File: src/lvds_pixel_serializer_cfg.svh
`ifndef LVDS_PIXEL_SERIALIZER_CFG_SVH
`define LVDS_PIXEL_SERIALIZER_CFG_SVH

// Word and lane geometry
`define WORD_BITS 28
`define COLOUR_BITS 24
`define LANE_COUNT 4
`define SLOTS_PER_LANE 7
`define SLOT_W 3
`define LAST_SLOT 3'h6

// Field positions inside the parallel word
`define LINE_SYNC_BIT 24
`define FRAME_SYNC_BIT 25
`define DATA_VALID_BIT 26
`define SPARE_BIT 27

// Forwarded clock shape over the seven slots, slot 0 first
`define FWD_CLK_PATTERN 7'h63

// Timing: system clock and pixel clock range
`define SYS_CLK_PERIOD_PS 8000
`define PIX_CLK_MAX_MHZ 85
`define PIX_CLK_MIN_MHZ 20
`define PIX_MIN_PERIOD_PS (1000000 / `PIX_CLK_MAX_MHZ)
`define PIX_MAX_PERIOD_PS (1000000 / `PIX_CLK_MIN_MHZ)
`define PIX_MIN_PERIOD_CYC \
  ((`PIX_MIN_PERIOD_PS + `SYS_CLK_PERIOD_PS - 1) / `SYS_CLK_PERIOD_PS)
`define PIX_MAX_PERIOD_CYC (`PIX_MAX_PERIOD_PS / `SYS_CLK_PERIOD_PS)

// Period measurement width
`define PERIOD_W 8
`define PERIOD_SAT 8'hff

`endif

File: src/lvds_pixel_serializer_pkg.sv
`default_nettype none

package lvds_pixel_serializer_pkg;

  // Parallel word as the controller presents it
  typedef struct packed {
    logic spare;
    logic pixelDataValid;
    logic frameSync;
    logic lineSync;
    logic [23:0] colour;
  } pixel_word_t;

  // Everything that arrives from outside the system clock domain
  typedef struct packed {
    pixel_word_t word;
    logic pixelClock;
    logic strobeEdgeSelect;
    logic powerDownN;
  } pin_sample_t;

endpackage

`default_nettype wire

File: src/lvds_pixel_serializer.sv
`timescale 1ns/10ps
`default_nettype none
`include "lvds_pixel_serializer_cfg.svh"

module lvds_pixel_serializer
  import lvds_pixel_serializer_pkg::*;
(
  // System clock and reset
  input wire logic clk,
  input wire logic rst_n,
  // Controller side pins
  input wire logic pixelClockIn,
  input wire pixel_word_t parallelPixelIn,
  input wire logic strobeEdgeSelect,
  input wire logic powerDownN,
  // Serial data lanes, true and complement with enable
  output logic [`LANE_COUNT-1:0] serialLaneOutP,
  output logic [`LANE_COUNT-1:0] serialLaneOutN,
  output logic [`LANE_COUNT-1:0] serialLaneOutEn,
  // Forwarded clock lane
  output logic forwardedClockOutP,
  output logic forwardedClockOutN,
  output logic forwardedClockOutEn,
  // Status
  output logic pixelClockInRange
);

  localparam int SLOTS = `SLOTS_PER_LANE;

  // Reset release through two flops
  logic rstMeta;
  logic rstSync;
  always_ff @(posedge clk or negedge rst_n)
  begin
    if (!rst_n)
    begin
      rstMeta <= 1'b0;
      rstSync <= 1'b0;
    end
    else
    begin
      rstMeta <= 1'b1;
      rstSync <= rstMeta;
    end
  end

  // Three-stage pin synchroniser; stage one feeds only stage two
  pin_sample_t pinNow;
  pin_sample_t s1;
  pin_sample_t s2;
  pin_sample_t s3;
  assign pinNow = '{word: parallelPixelIn, pixelClock: pixelClockIn,
                    strobeEdgeSelect: strobeEdgeSelect,
                    powerDownN: powerDownN};
  always_ff @(posedge clk or negedge rstSync)
  begin
    if (!rstSync)
    begin
      s1 <= '0;
      s2 <= '0;
      s3 <= '0;
    end
    else
    begin
      s1 <= pinNow;
      s2 <= s1;
      s3 <= s2;
    end
  end

  // Filtered levels and serializer state
  logic clkLevel, next_clkLevel;
  logic selLevel, next_selLevel;
  logic pdnLevel, next_pdnLevel;
  logic strobe;
  logic [`WORD_BITS-1:0] shiftWord, next_shiftWord;
  logic [`SLOT_W-1:0] slot, next_slot;
  logic [`PERIOD_W-1:0] acc, next_acc;
  logic [`PERIOD_W-1:0] period, next_period;
  logic [`PERIOD_W-1:0] count, next_count;
  logic [`LANE_COUNT-1:0] laneBits, next_laneBits;
  logic fwdBit, next_fwdBit;
  logic outEn, next_outEn;
  logic [`PERIOD_W-1:0] accStep;
  logic [6:0] fwdPattern;

  assign fwdPattern = `FWD_CLK_PATTERN;
  assign accStep = acc + `PERIOD_W'(SLOTS);

  // A pin level counts only once stages two and three agree
  always_comb
  begin
    next_clkLevel = (s2.pixelClock == s3.pixelClock) ? s3.pixelClock
                                                     : clkLevel;
    next_selLevel = (s2.strobeEdgeSelect == s3.strobeEdgeSelect)
                    ? s3.strobeEdgeSelect : selLevel;
    next_pdnLevel = (s2.powerDownN == s3.powerDownN) ? s3.powerDownN
                                                     : pdnLevel;
    // New clock level equal to select picks rising or falling edge
    strobe = (s2.pixelClock == s3.pixelClock) &&
             (s3.pixelClock != clkLevel) &&
             (s3.pixelClock == selLevel);
  end

  // Word capture, period measure and slot pacing
  always_comb
  begin
    next_shiftWord = shiftWord;
    next_slot = slot;
    next_acc = acc;
    next_period = period;
    next_count = (count == `PERIOD_SAT) ? count : count + `PERIOD_W'(1);
    if (strobe)
    begin
      next_shiftWord = s3.word;
      next_slot = '0;
      next_acc = '0;
      // Saturate so a long idle pixel clock never reads as a short period
      next_period = (count == `PERIOD_SAT) ? count : count + `PERIOD_W'(1);
      next_count = '0;
    end
    // Seven slots spread over the last measured period
    else if (slot != `LAST_SLOT)
    begin
      if (accStep >= period)
      begin
        next_acc = accStep - period;
        next_slot = slot + `SLOT_W'(1);
      end
      else
      begin
        next_acc = accStep;
      end
    end
  end

  // Lane bit selection from the current slot
  always_comb
  begin
    for (int l = 0; l < `LANE_COUNT; l++)
    begin
      next_laneBits[l] = shiftWord[l * SLOTS + int'(slot)];
    end
    next_fwdBit = fwdPattern[6 - int'(slot)];
    next_outEn = pdnLevel;
  end

  always_ff @(posedge clk or negedge rstSync)
  begin
    if (!rstSync)
    begin
      clkLevel <= 1'b0;
      selLevel <= 1'b0;
      pdnLevel <= 1'b0;
      shiftWord <= '0;
      slot <= '0;
      acc <= '0;
      period <= '0;
      count <= '0;
      laneBits <= '0;
      fwdBit <= 1'b0;
      outEn <= 1'b0;
    end
    else
    begin
      clkLevel <= next_clkLevel;
      selLevel <= next_selLevel;
      pdnLevel <= next_pdnLevel;
      shiftWord <= next_shiftWord;
      slot <= next_slot;
      acc <= next_acc;
      period <= next_period;
      count <= next_count;
      laneBits <= next_laneBits;
      fwdBit <= next_fwdBit;
      outEn <= next_outEn;
    end
  end

  // Pad drive; complement forms the differential pair
  assign serialLaneOutP = laneBits;
  assign serialLaneOutN = ~laneBits;
  assign serialLaneOutEn = {`LANE_COUNT{outEn}};
  assign forwardedClockOutP = fwdBit;
  assign forwardedClockOutN = ~fwdBit;
  assign forwardedClockOutEn = outEn;
  // Informative only: the pads are not gated on it
  assign pixelClockInRange =
    (period >= `PERIOD_W'(`PIX_MIN_PERIOD_CYC)) &&
    (period <= `PERIOD_W'(`PIX_MAX_PERIOD_CYC));
endmodule

`default_nettype wire

File: config.mk
export PLATFORM = sky130hd
export DESIGN_NAME = lvds_pixel_serializer
export DESIGN_NICKNAME = d
export VERILOG_FILES = /design/src/lvds_pixel_serializer_pkg.sv /design/src/lvds_pixel_serializer.sv
export VERILOG_INCLUDE_DIRS = /design/src
export SDC_FILE = /design/constraint.sdc
export NUM_CORES = 1
export LEC_CHECK = 0
export ABC_AREA = 0
export BUFFER_PORTS_ARGS = -buffer_cell sky130_fd_sc_hd__buf_4
export CAP_MARGIN = 10
export CORE_AREA = 5 5 147 149
export CTS_CLUSTER_SIZE = 8
export DETAILED_ROUTE_END_ITERATION = 6
export DIE_AREA = 0 0 152 154
export PLACE_DENSITY = 0.49
export SLEW_MARGIN = 10
export SYNTH_ARGS = -nofsm -noshare
export SYNTH_HDL_FRONTEND = slang
export SYNTH_SLANG_ARGS = --single-unit
export TNS_END_PERCENT = 20
File: constraint.sdc
create_clock -name clk -period 10.28 [get_ports clk]
set_input_delay 0.514 -clock clk [delete_from_list [all_inputs] [get_ports clk]]
set_output_delay 0.514 -clock clk [all_outputs]
set_load 0.03 [all_outputs]
== Word-level counts from Yosys, hierarchy flattened ==
Memories as Yosys holds them, arrays and structs flattened. A register that Yosys moved wholly into a read port is not among the register bits.
Cells that the tools add are included.
Widths: inputs -> output; s select.

* $add $sub $neg: 8
* $lt $le $gt $ge: 7
* Equality and inequality tests: 7
* Muxes and demuxes: 19
* Bitwise gates (word level): 2
* Reduce and logical (&&, ||, !) cells: 7

{| class="wikitable"
|+ Operator list
! operator !! count
|-
| $mux 8 || 5
|-
| $bmux 1 s5 || 3
|-
| $mux 3 || 3
|-
| $add 8x1->8 const B || 1
|-
| $add 8x3->8 const B || 1
|-
| $eq 8x8->1 const B || 1
|-
| $ge 8x2->1 const B || 1
|-
| $ge 8x8->1 || 1
|-
| $le 8x3->1 const B || 1
|-
| $sub 8x8->8 || 1
|-
| $mux 1 || 7
|-
| $add 5x3->6 const A || 1
|-
| $lt 3x6->1 const B || 1
|-
| $lt 4x6->1 const B || 1
|-
| $lt 5x6->1 const B || 1
|-
| $lt 6x6->1 const B || 1
|-
| $add 4x3->5 const A || 1
|-
| $add 3x3->4 const A || 1
|-
| $eq 1x1->1 || 4
|-
| $not 4->4 || 1
|-
| $reduce_bool 2->1 || 2
|-
| $sub 3x3->4 const A || 1
|-
| $add 3x1->3 const B || 1
|-
| $bmux 1 s3 || 1
|-
| 6 further kinds || 8
|}

* Register bits after elaboration: 158
* Bits in read-only memories: 8
* Bits of input ports: 33
* Output and inout bits: 16
* Logic and storage cells: 87
* Memories kept: 1

{| class="wikitable"
|+ Memories
! memory !! depth !! bits a word !! rd ports !! clocked after Yosys merged registers in !! write ports !! line !! RTL
|-
| (no name shown) || 8 || 1 || 1 || 1 || 0 || lvds_pixel_serializer.sv:144 || <nowiki>next_fwdBit = fwdPattern[6 - int'(slot)];</nowiki>
|}

== Depth between registers and ports, before layout ==
Gate-level depths: netlist (run 1).

* Depth in word-level cells: 5
* Depth in mapped cells: 12
* Depth with buffers taken out: 11

== Worst setup path before layout (run 1) ==
No wires, ideal clock.

* Kind: register to register
* From: register acc[2]
* To: register slot[1]
* Library setup time: 95 ps
* Data arrival time: 2433 ps
* Data required time: 10185 ps
* Setup slack: 7752 ps
* Stages on the path, launching flop included: 11
* Buffers on the path: 1
* Clock period less this slack: 2528 ps
* Cells stage by stage: dfrtp_1 > nor3_1 > nor2_1 > xor2_1 > ha_1 > a21oi_1 > nand2_1 > o21ai_0 > buf_2 > a21oi_1 > o31ai_1

* Cells in the longest elaborated chain, start to end: 4

{| class="wikitable"
|+ RTL lines
! item !! line !! RTL
|-
| from (decl) || lvds_pixel_serializer.sv:78 || <nowiki>logic [`PERIOD_W-1:0] acc, next_acc;</nowiki>
|-
| from (signal assigned) || lvds_pixel_serializer.sv:171 || <nowiki>acc <= next_acc;</nowiki>
|-
| $add 8x3->8 || lvds_pixel_serializer.sv:88 || <nowiki>assign accStep = acc + `PERIOD_W'(SLOTS);</nowiki>
|-
| $ge 8x8->1 || lvds_pixel_serializer.sv:125 || <nowiki>if (accStep >= period)</nowiki>
|-
| $reduce_bool 2->1 (no line) || - ||
|-
| $reduce_and 2->1 (no line) || - ||
|-
| to (signal assigned) || lvds_pixel_serializer.sv:170 || <nowiki>slot <= next_slot;</nowiki>
|-
| to (decl) || lvds_pixel_serializer.sv:77 || <nowiki>logic [`SLOT_W-1:0] slot, next_slot;</nowiki>
|}

Every way passes these cells.
A chain may end at the register's enable or synchronous reset.

== Worst setup path in the final report (run 1) ==
* From: register acc[2]
* To: register acc[2]

* Cells in the longest elaborated chain, start to end: 5
* Elaborated cells on any way between the ends: 6
* Classes of those cells: add/sub: 2; order compare: 1; mux: 3

{| class="wikitable"
|+ RTL lines
! item !! line !! RTL
|-
| $add 8x3->8 * || lvds_pixel_serializer.sv:88 ||
|-
| $sub 8x8->8 or $ge 8x8->1 (tied branches) || lvds_pixel_serializer.sv:127, lvds_pixel_serializer.sv:125 ||
|-
| $mux 8 * || lvds_pixel_serializer.sv:125 ||
|-
| $mux 8 * || lvds_pixel_serializer.sv:123 || <nowiki>else if (slot != `LAST_SLOT)</nowiki>
|-
| $mux 8 * || lvds_pixel_serializer.sv:113 || <nowiki>if (strobe)</nowiki>
|}

Every way passes the cells marked *; elsewhere a longest branch is shown, timed or not. The select of a mux whose other input is x is not followed.

==> results of run 1 <==
-- worst max-delay path, cell delays in order, from the launching register on --
cell and delay [ns]:
sky130_fd_sc_hd__dfrtp_1 0.43, sky130_fd_sc_hd__nor3_1 0.52, sky130_fd_sc_hd__nor2_1 0.12, sky130_fd_sc_hd__xor2_1 0.19
sky130_fd_sc_hd__ha_1 0.38, sky130_fd_sc_hd__a21oi_1 0.16, sky130_fd_sc_hd__a21oi_1 0.21, sky130_fd_sc_hd__o21a_1 0.36
sky130_fd_sc_hd__nor2_1 0.14, sky130_fd_sc_hd__o311a_1 0.36
-- metrics by stage --
step	power [mW]	area, µm²	util [%]
final	2.36	7320	36.5
after global routing	2.52	7320	36.5
after CTS	2.39	7320	36.5
after global placement	1.73	6710	33.5
after detailed placement	1.74	6710	33.5
after floorplan	1.52	6130	-
-- kinds of logic after synthesis --
logic type,after synthesis,synth area share [%]
simple gates,177,12.6
flops,159,65.0
compound gates,61,6.27
buf+inv,46,3.70
fa+ha+maj,20,4.08
mux,20,6.35
xor+xnor,14,2.00
other cells,1,0.0612
-- per-layer routing --
metal	vias up	track usage (%)	share of wire, %	wire length [µm]
met5	-	0	0	0
met2	82	16.1	49	5360
met1	1794	12.1	44	4840
met3	25	2.78	3.7	398
li1	1767	-	-	-
met4	0	5.01	2.7	298
-- power breakdown --
part / leakage, nW / switching [mW] / internal, mW
combinational: 1.18 / 0.495 / 0.398
sequential: 1.90 / 0.102 / 0.736
clock: 0.277 / 0.248 / 0.383
total: 3.35 / 0.846 / 1.52
-- cells in the final DEF, fill, tap and decap left out, drive strengths merged, types with 11 or more instances in the layout --
cell	n
dfrtp	159
a21oi	18
nor2	28
nand3	11
inv	25
o21ai	17
buf	51
nand2	107
clkbuf	20
ha	16
mux4	15
-- worst paths after layout --
path,from,endpoint,slack (ns),cells past startpoint
min in group asynchronous,rstSync,s1[29],0.32,0
hold reg to reg,rstSync,s1[29],0.32,0
setup reg to reg,acc[2],acc[2],7.29,9
max in group asynchronous,rstSync,s3[17],8.13,2
setup / recovery,acc[2],acc[2],7.29,9
hold / removal,parallelPixelIn[10],s1[13],0.20,1
-- sequential cells by signal, summed over array words and instances, names as in the netlist, 3 cells and up --
register        flops
acc                 8
count               8
period              8
s1                 31
s2                 31
s3                 31
serialLaneOutP      4
shiftWord          28
slot                3
-- layout make-up --
type,instances,area share (%)
Clock buffer,20,5.97
Clock inverter,12,2.19
Inverter,23,1.18
Multi-Input combinational cell,293,26.2
Sequential cell,159,54.4
Tap cell,270,4.62
Timing Repair Buffer,52,5.37
-- what timing repair did --
item	in CTS	in global routing
setup endpoints to repair	0	0
hold endpoints to repair	2	0
hold buffers	1	0
==> impl_metrics.env, run 1 <==
export IMPL_grt_max_degree=60
export IMPL_synthFlopType="sky130_fd_sc_hd__dfrtp_1"
export IMPL_finalCritPeriodShare_pct=29.1
export IMPL_vias_per_cell=4.42
export IMPL_design_core_area_mm2=0.0200
export IMPL_ctsLongestPathBuffers=2
export IMPL_finalWorstPathRequiredPeriod_ns=2.99
export IMPL_post_synthesis_cell_area_mm2=0.00613
export IMPL_tritoncts_clock_tree="done"
export IMPL_vdd_ir_drop_max_mv=0.145
export IMPL_finalWirelength_um=10900
export IMPL_clock_fmax_mhz=334
export IMPL_routed_via_count=3668
export IMPL_yosys_warnings=0
export IMPL_synthesis_area_per_instance_um2=12.3
export IMPL_powerDensity_mw_per_mm2=323
export IMPL_worst_pin_slew_ns=1.03
export IMPL_worst_ep_arrival_time_ns=3.29
export IMPL_io_pins=49
export IMPL_area_of_the_multi_input_gates_mm2=0.00192
export IMPL_commonest_cells_post_synth="159 x sky130_fd_sc_hd__dfrtp_1, 106 x sky130_fd_sc_hd__nand2_1, 28 x sky130_fd_sc_hd__nor2_1, 23 x sky130_fd_sc_hd__inv_1, 18 x sky130_fd_sc_hd__a21oi_1"
export IMPL_syn_num_nets=548
export IMPL_finalSetupTns_ns=0
export IMPL_cts_inserted_buffers=17
export IMPL_htreeDepth=4
export IMPL_timing_hold_ws_ns=0.196
export IMPL_insertedDiodeCount=0
export IMPL_final_nets=596
export IMPL_register_area_mm2=0.00398
export IMPL_static_leakage_power_nw=3.35
export IMPL_worst_clock_skew_ns=0.00663
export IMPL_post_place_ws_ns=7.34
export IMPL_remaining_drc_errors=0
export IMPL_tritoncts_num_sinks=159
export IMPL_setup_worst_path_start_class="flop"
export IMPL_drt_pass1_iterations=6
export IMPL_layout_area_overhead_vs_synth_pct=19.4
export IMPL_run_status="complete, no violations"
export IMPL_post_cts_resize_count=0
export IMPL_synth_most_common_cell="sky130_fd_sc_hd__dfrtp_1"
export IMPL_final_instance_count_excl_fill=829
export IMPL_grt_first_pass_wirelength_um=18800
export IMPL_holdCritPathClass="input port to flop"
export IMPL_nFillCells=2033
export IMPL_drt_iter0_markers=217
export IMPL_dp_cells=796
export IMPL_number_of_global_route_vias_before_repair=3853
export IMPL_synth_sequential_area_ratio_pct=65.0
export IMPL_ys_ff_latch=159
export IMPL_finalSetupViolCount=0
export IMPL_die_x_um=152
export IMPL_postCtsSetupBuffers=0
export IMPL_initial_utilization_pct=30.6
export IMPL_grt_use_total_pct=9.90
export IMPL_number_of_max_cap_violations=0
export IMPL_global_route_overflow_total=0
export IMPL_final_hold_violation_count=0
export IMPL_cp_required_ns=10.58
export IMPL_detail_route_wl_per_cell_um=13.1
export IMPL_netlist_top_cell_by_area="sky130_fd_sc_hd__dfrtp_1"
export IMPL_fraction_of_registers_with_async_set_reset_pct=100
export IMPL_synth_area_top_cells="sky130_fd_sc_hd__dfrtp_1 65%, sky130_fd_sc_hd__nand2_1 6.5%, sky130_fd_sc_hd__mux4_2 5.5%"
export IMPL_detail_route_antenna_nets=0
export IMPL_initial_antenna_violation_count=0
export IMPL_io_buffer_count=48
export IMPL_critical_path_max_fanout=9
export IMPL_synth_top_area_share_pct=65.0
export IMPL_synth_lib_cells_used_distinct=53
export IMPL_detailedPlacementHpwl_um=7210
export IMPL_end_kind="flop"
export IMPL_synth_enable_flop_cells=0
export IMPL_grt_setup_unrepaired="no"
export IMPL_core_rowCount=52
export IMPL_cts_root_buffer_cell="sky130_fd_sc_hd__clkbuf_16"
export IMPL_worst_setup_hold_path_clk_slew_ns=0.06
export IMPL_routabilityCongestion=0.810
export IMPL_die_area_mm2=0.0234
export IMPL_setup_worst_path_class="flop to flop"
export IMPL_die_h_um=154
export IMPL_clock_latency_ns=0.42
export IMPL_setup_ws_ns=7.29
export IMPL_syn_inst=498
export IMPL_final_layout_size_suffix_gt1_share_pct=18.4
export IMPL_drv_slew=0
export IMPL_timing_slew_headroom_pct=30.9
Note: power is estimated with default switching activity, not from simulation.
==> inputs of run 2 (changes only) <==
- clock period: 10.28 -> 3 ns (I/O delays scaled with it)
==> run 2 against run 1 <==
  * Core utilization increased by 1.9 points
  * Worst hold slack got worse by 0.16 ns
  * Design area increased by 5.1%
  * Critical path type unchanged
==> impl_metrics.env, run 2 (synthesis results as in run 1) <==
export IMPL_insertedDiodeCount=0
export IMPL_critical_path_max_stage_delay_ns=0.44
export IMPL_clock_fmax_mhz=373
export IMPL_vdd_ir_drop_max_mv=0.393
export IMPL_finalSetupTns_ns=0
export IMPL_powerDensity_mw_per_mm2=1060
export IMPL_cp_slowest_cell="sky130_fd_sc_hd__dfrtp_1"
export IMPL_routabilityCongestion=0.744
export IMPL_setup_worst_path_start_class="flop"
export IMPL_cp_required_ns=3.28
export IMPL_final_hold_violation_count=0
export IMPL_worst_ep_arrival_time_ns=2.96
export IMPL_io_buffer_count=48
export IMPL_clock_latency_ns=0.42
export IMPL_worst_r2r_cell_count=11
export IMPL_timing_rr_end="slot[2]"
export IMPL_worst_pin_slew_ns=0.599
export IMPL_drt_iter0_markers=223
export IMPL_number_of_global_route_vias_before_repair=3919
export IMPL_run_status="complete, no violations"
export IMPL_routed_via_count=3828
export IMPL_final_layout_size_suffix_gt1_share_pct=19.2
export IMPL_worst_clock_skew_ns=0.00980
export IMPL_cts_inserted_buffers=17
export IMPL_layout_area_overhead_vs_synth_pct=25.6
export IMPL_detail_route_wl_per_cell_um=12.9
export IMPL_drt_pass1_iterations=4
export IMPL_detail_route_antenna_nets=0
export IMPL_grt_first_pass_wirelength_um=19400
export IMPL_final_nets=635
export IMPL_setup_worst_path_class="flop to flop"
export IMPL_initial_antenna_violation_count=0
export IMPL_initial_utilization_pct=30.6
export IMPL_dp_cells=804
export IMPL_critical_path_max_fanout=11
export IMPL_path_cells="nor3_1 -> buf_4 -> nor2_1 -> xor2_1 -> ha_1 -> a21oi_1 -> a21oi_1 -> o21ai_0 -> buf_4 -> a2111oi_1 -> a211oi_1"
export IMPL_layout_core_utilization_pct=38.4
export IMPL_remaining_drc_errors=0
export IMPL_worst_setup_hold_path_clk_slew_ns=0.07
export IMPL_registers_with_the_most_flip_flops="s1 (31), s2 (31), s3 (31)"
export IMPL_final_instance_count_excl_fill=868
export IMPL_cts_root_buffer_cell="sky130_fd_sc_hd__clkbuf_16"
export IMPL_grt_max_degree=50
export IMPL_die_x_um=152
export IMPL_critPathLaunch="acc[2]"
export IMPL_holdCritPathClass="input port to asynchronous set/reset pin"
export IMPL_vias_per_cell=4.41
export IMPL_nFillCells=1965
export IMPL_timing_slew_headroom_pct=60.1
export IMPL_number_of_max_cap_violations=0
export IMPL_finalWorstPathRequiredPeriod_ns=2.68
export IMPL_worst_r2r_startpoint="acc[2]"
export IMPL_worst_path_dominant_cell_family="compound AO/OA/AOI/OAI gates"
export IMPL_tritoncts_clock_tree="done"
export IMPL_die_h_um=154
export IMPL_cp_endpoint="slot[2]"
export IMPL_design_core_area_mm2=0.0200
export IMPL_postCtsSetupBuffers=0
export IMPL_grt_use_total_pct=10.2
export IMPL_end_kind="flop"
export IMPL_detailedPlacementHpwl_um=7520
export IMPL_finalSetupViolCount=0
export IMPL_io_pins=49
export IMPL_core_rowCount=52
export IMPL_regToRegSetupSlack_ns=0.32
export IMPL_drv_slew=0
export IMPL_grt_setup_unrepaired="no"
export IMPL_die_area_mm2=0.0234
export IMPL_tritoncts_num_sinks=159
export IMPL_final_cell_mix="158 x sky130_fd_sc_hd__dfrtp_1, 106 x sky130_fd_sc_hd__nand2_1, 58 x sky130_fd_sc_hd__buf_4, 32 x sky130_fd_sc_hd__dlygate4sd3_1, 28 x sky130_fd_sc_hd__nor2_1"
export IMPL_ctsLongestPathBuffers=2
export IMPL_mostFrequentLayoutCell="sky130_fd_sc_hd__dfrtp_1"
export IMPL_global_route_overflow_total=0
export IMPL_cp_buffers_inverters=2
export IMPL_worst_path_stages=11
export IMPL_static_leakage_power_nw=3.53
export IMPL_finalCritPeriodShare_pct=89.3
export IMPL_htreeDepth=4
export IMPL_finalWirelength_um=11200
[run 2: changes by cell type in the layout (fill, tap and decap cells not counted), moves of 3 or more]
| cell | previous run | this run |
|---|---|---|
| sky130_fd_sc_hd__inv_8 | 0 | 5 |
| sky130_fd_sc_hd__buf_4 | 51 | 58 |
| sky130_fd_sc_hd__clkbuf_1 | 3 | 0 |
| sky130_fd_sc_hd__bufinv_16 | 3 | 0 |
| sky130_fd_sc_hd__dlygate4sd3_1 | 1 | 32 |
[run 2: worst min-delay path by stage]
stage | startpoint | endpoint | slack, ns | depth (start not counted)
6_report | rst_n | rstSync | 0.03 | 2
5_1_grt | rst_n | rstSync | 0.02 | 2
4_1_cts | rst_n | rstSync | 0.02 | 2
3_5_place_dp | rst_n | rstMeta | -0.07 | 1
3_3_place_gp | rst_n | rstMeta | -0.07 | 1
2_1_floorplan | rst_n | rstMeta | -0.15 | 0
[run 2: area by class of cell]
class	count	area, µm²	area share (%)
well taps	270	338	4.39
multi-input cells	293	1920	25.0
repair buffers	91	776	10.1
clock buffers	17	425	5.53
inverters	23	86.3	1.12
flip-flops and latches	159	3980	51.8
clock inverters	15	160	2.08
[run 2: per-layer routing]
layer	share of wire, %	global-route usage [%]
met5	0	0
met2	48	16.2
met3	3.5	3.18
met4	2.3	4.02
met1	46	13.1
[run 2: repair_timing]
item / CTS / global route
setup endpoints to repair: 0 / 3
hold buffers: 32 / 0
hold endpoints to repair: 33 / 0
gates resized for setup: 0 / 2
[run 2: through the flow]
| step | total power, mW | setup WS, ns | hold WS (ns) | cell area [µm²] |
|---|---|---|---|---|
| 2_1_floorplan | 5.22 | 0.367 | -0.146 | 6130 |
| 4_1_cts | 8.24 | 0.204 | 0.0153 | 7690 |
| 6_report | 8.15 | 0.322 | 0.0321 | 7690 |
| 3_5_place_dp | 6.06 | 0.255 | -0.0658 | 6780 |
| 5_1_grt | 8.75 | 0.00941 | 0.0229 | 7690 |
| 3_3_place_gp | 6.04 | 0.277 | -0.0668 | 6780 |
[run 2: power by group]
| part | switching [mW] | leakage, nW | total (mW) | internal [mW] |
|---|---|---|---|---|
| combinational | 1.80 | 1.35 | 3.24 | 1.44 |
| sequential | 0.279 | 1.90 | 2.80 | 2.52 |
| clock | 0.991 | 0.283 | 2.11 | 1.12 |
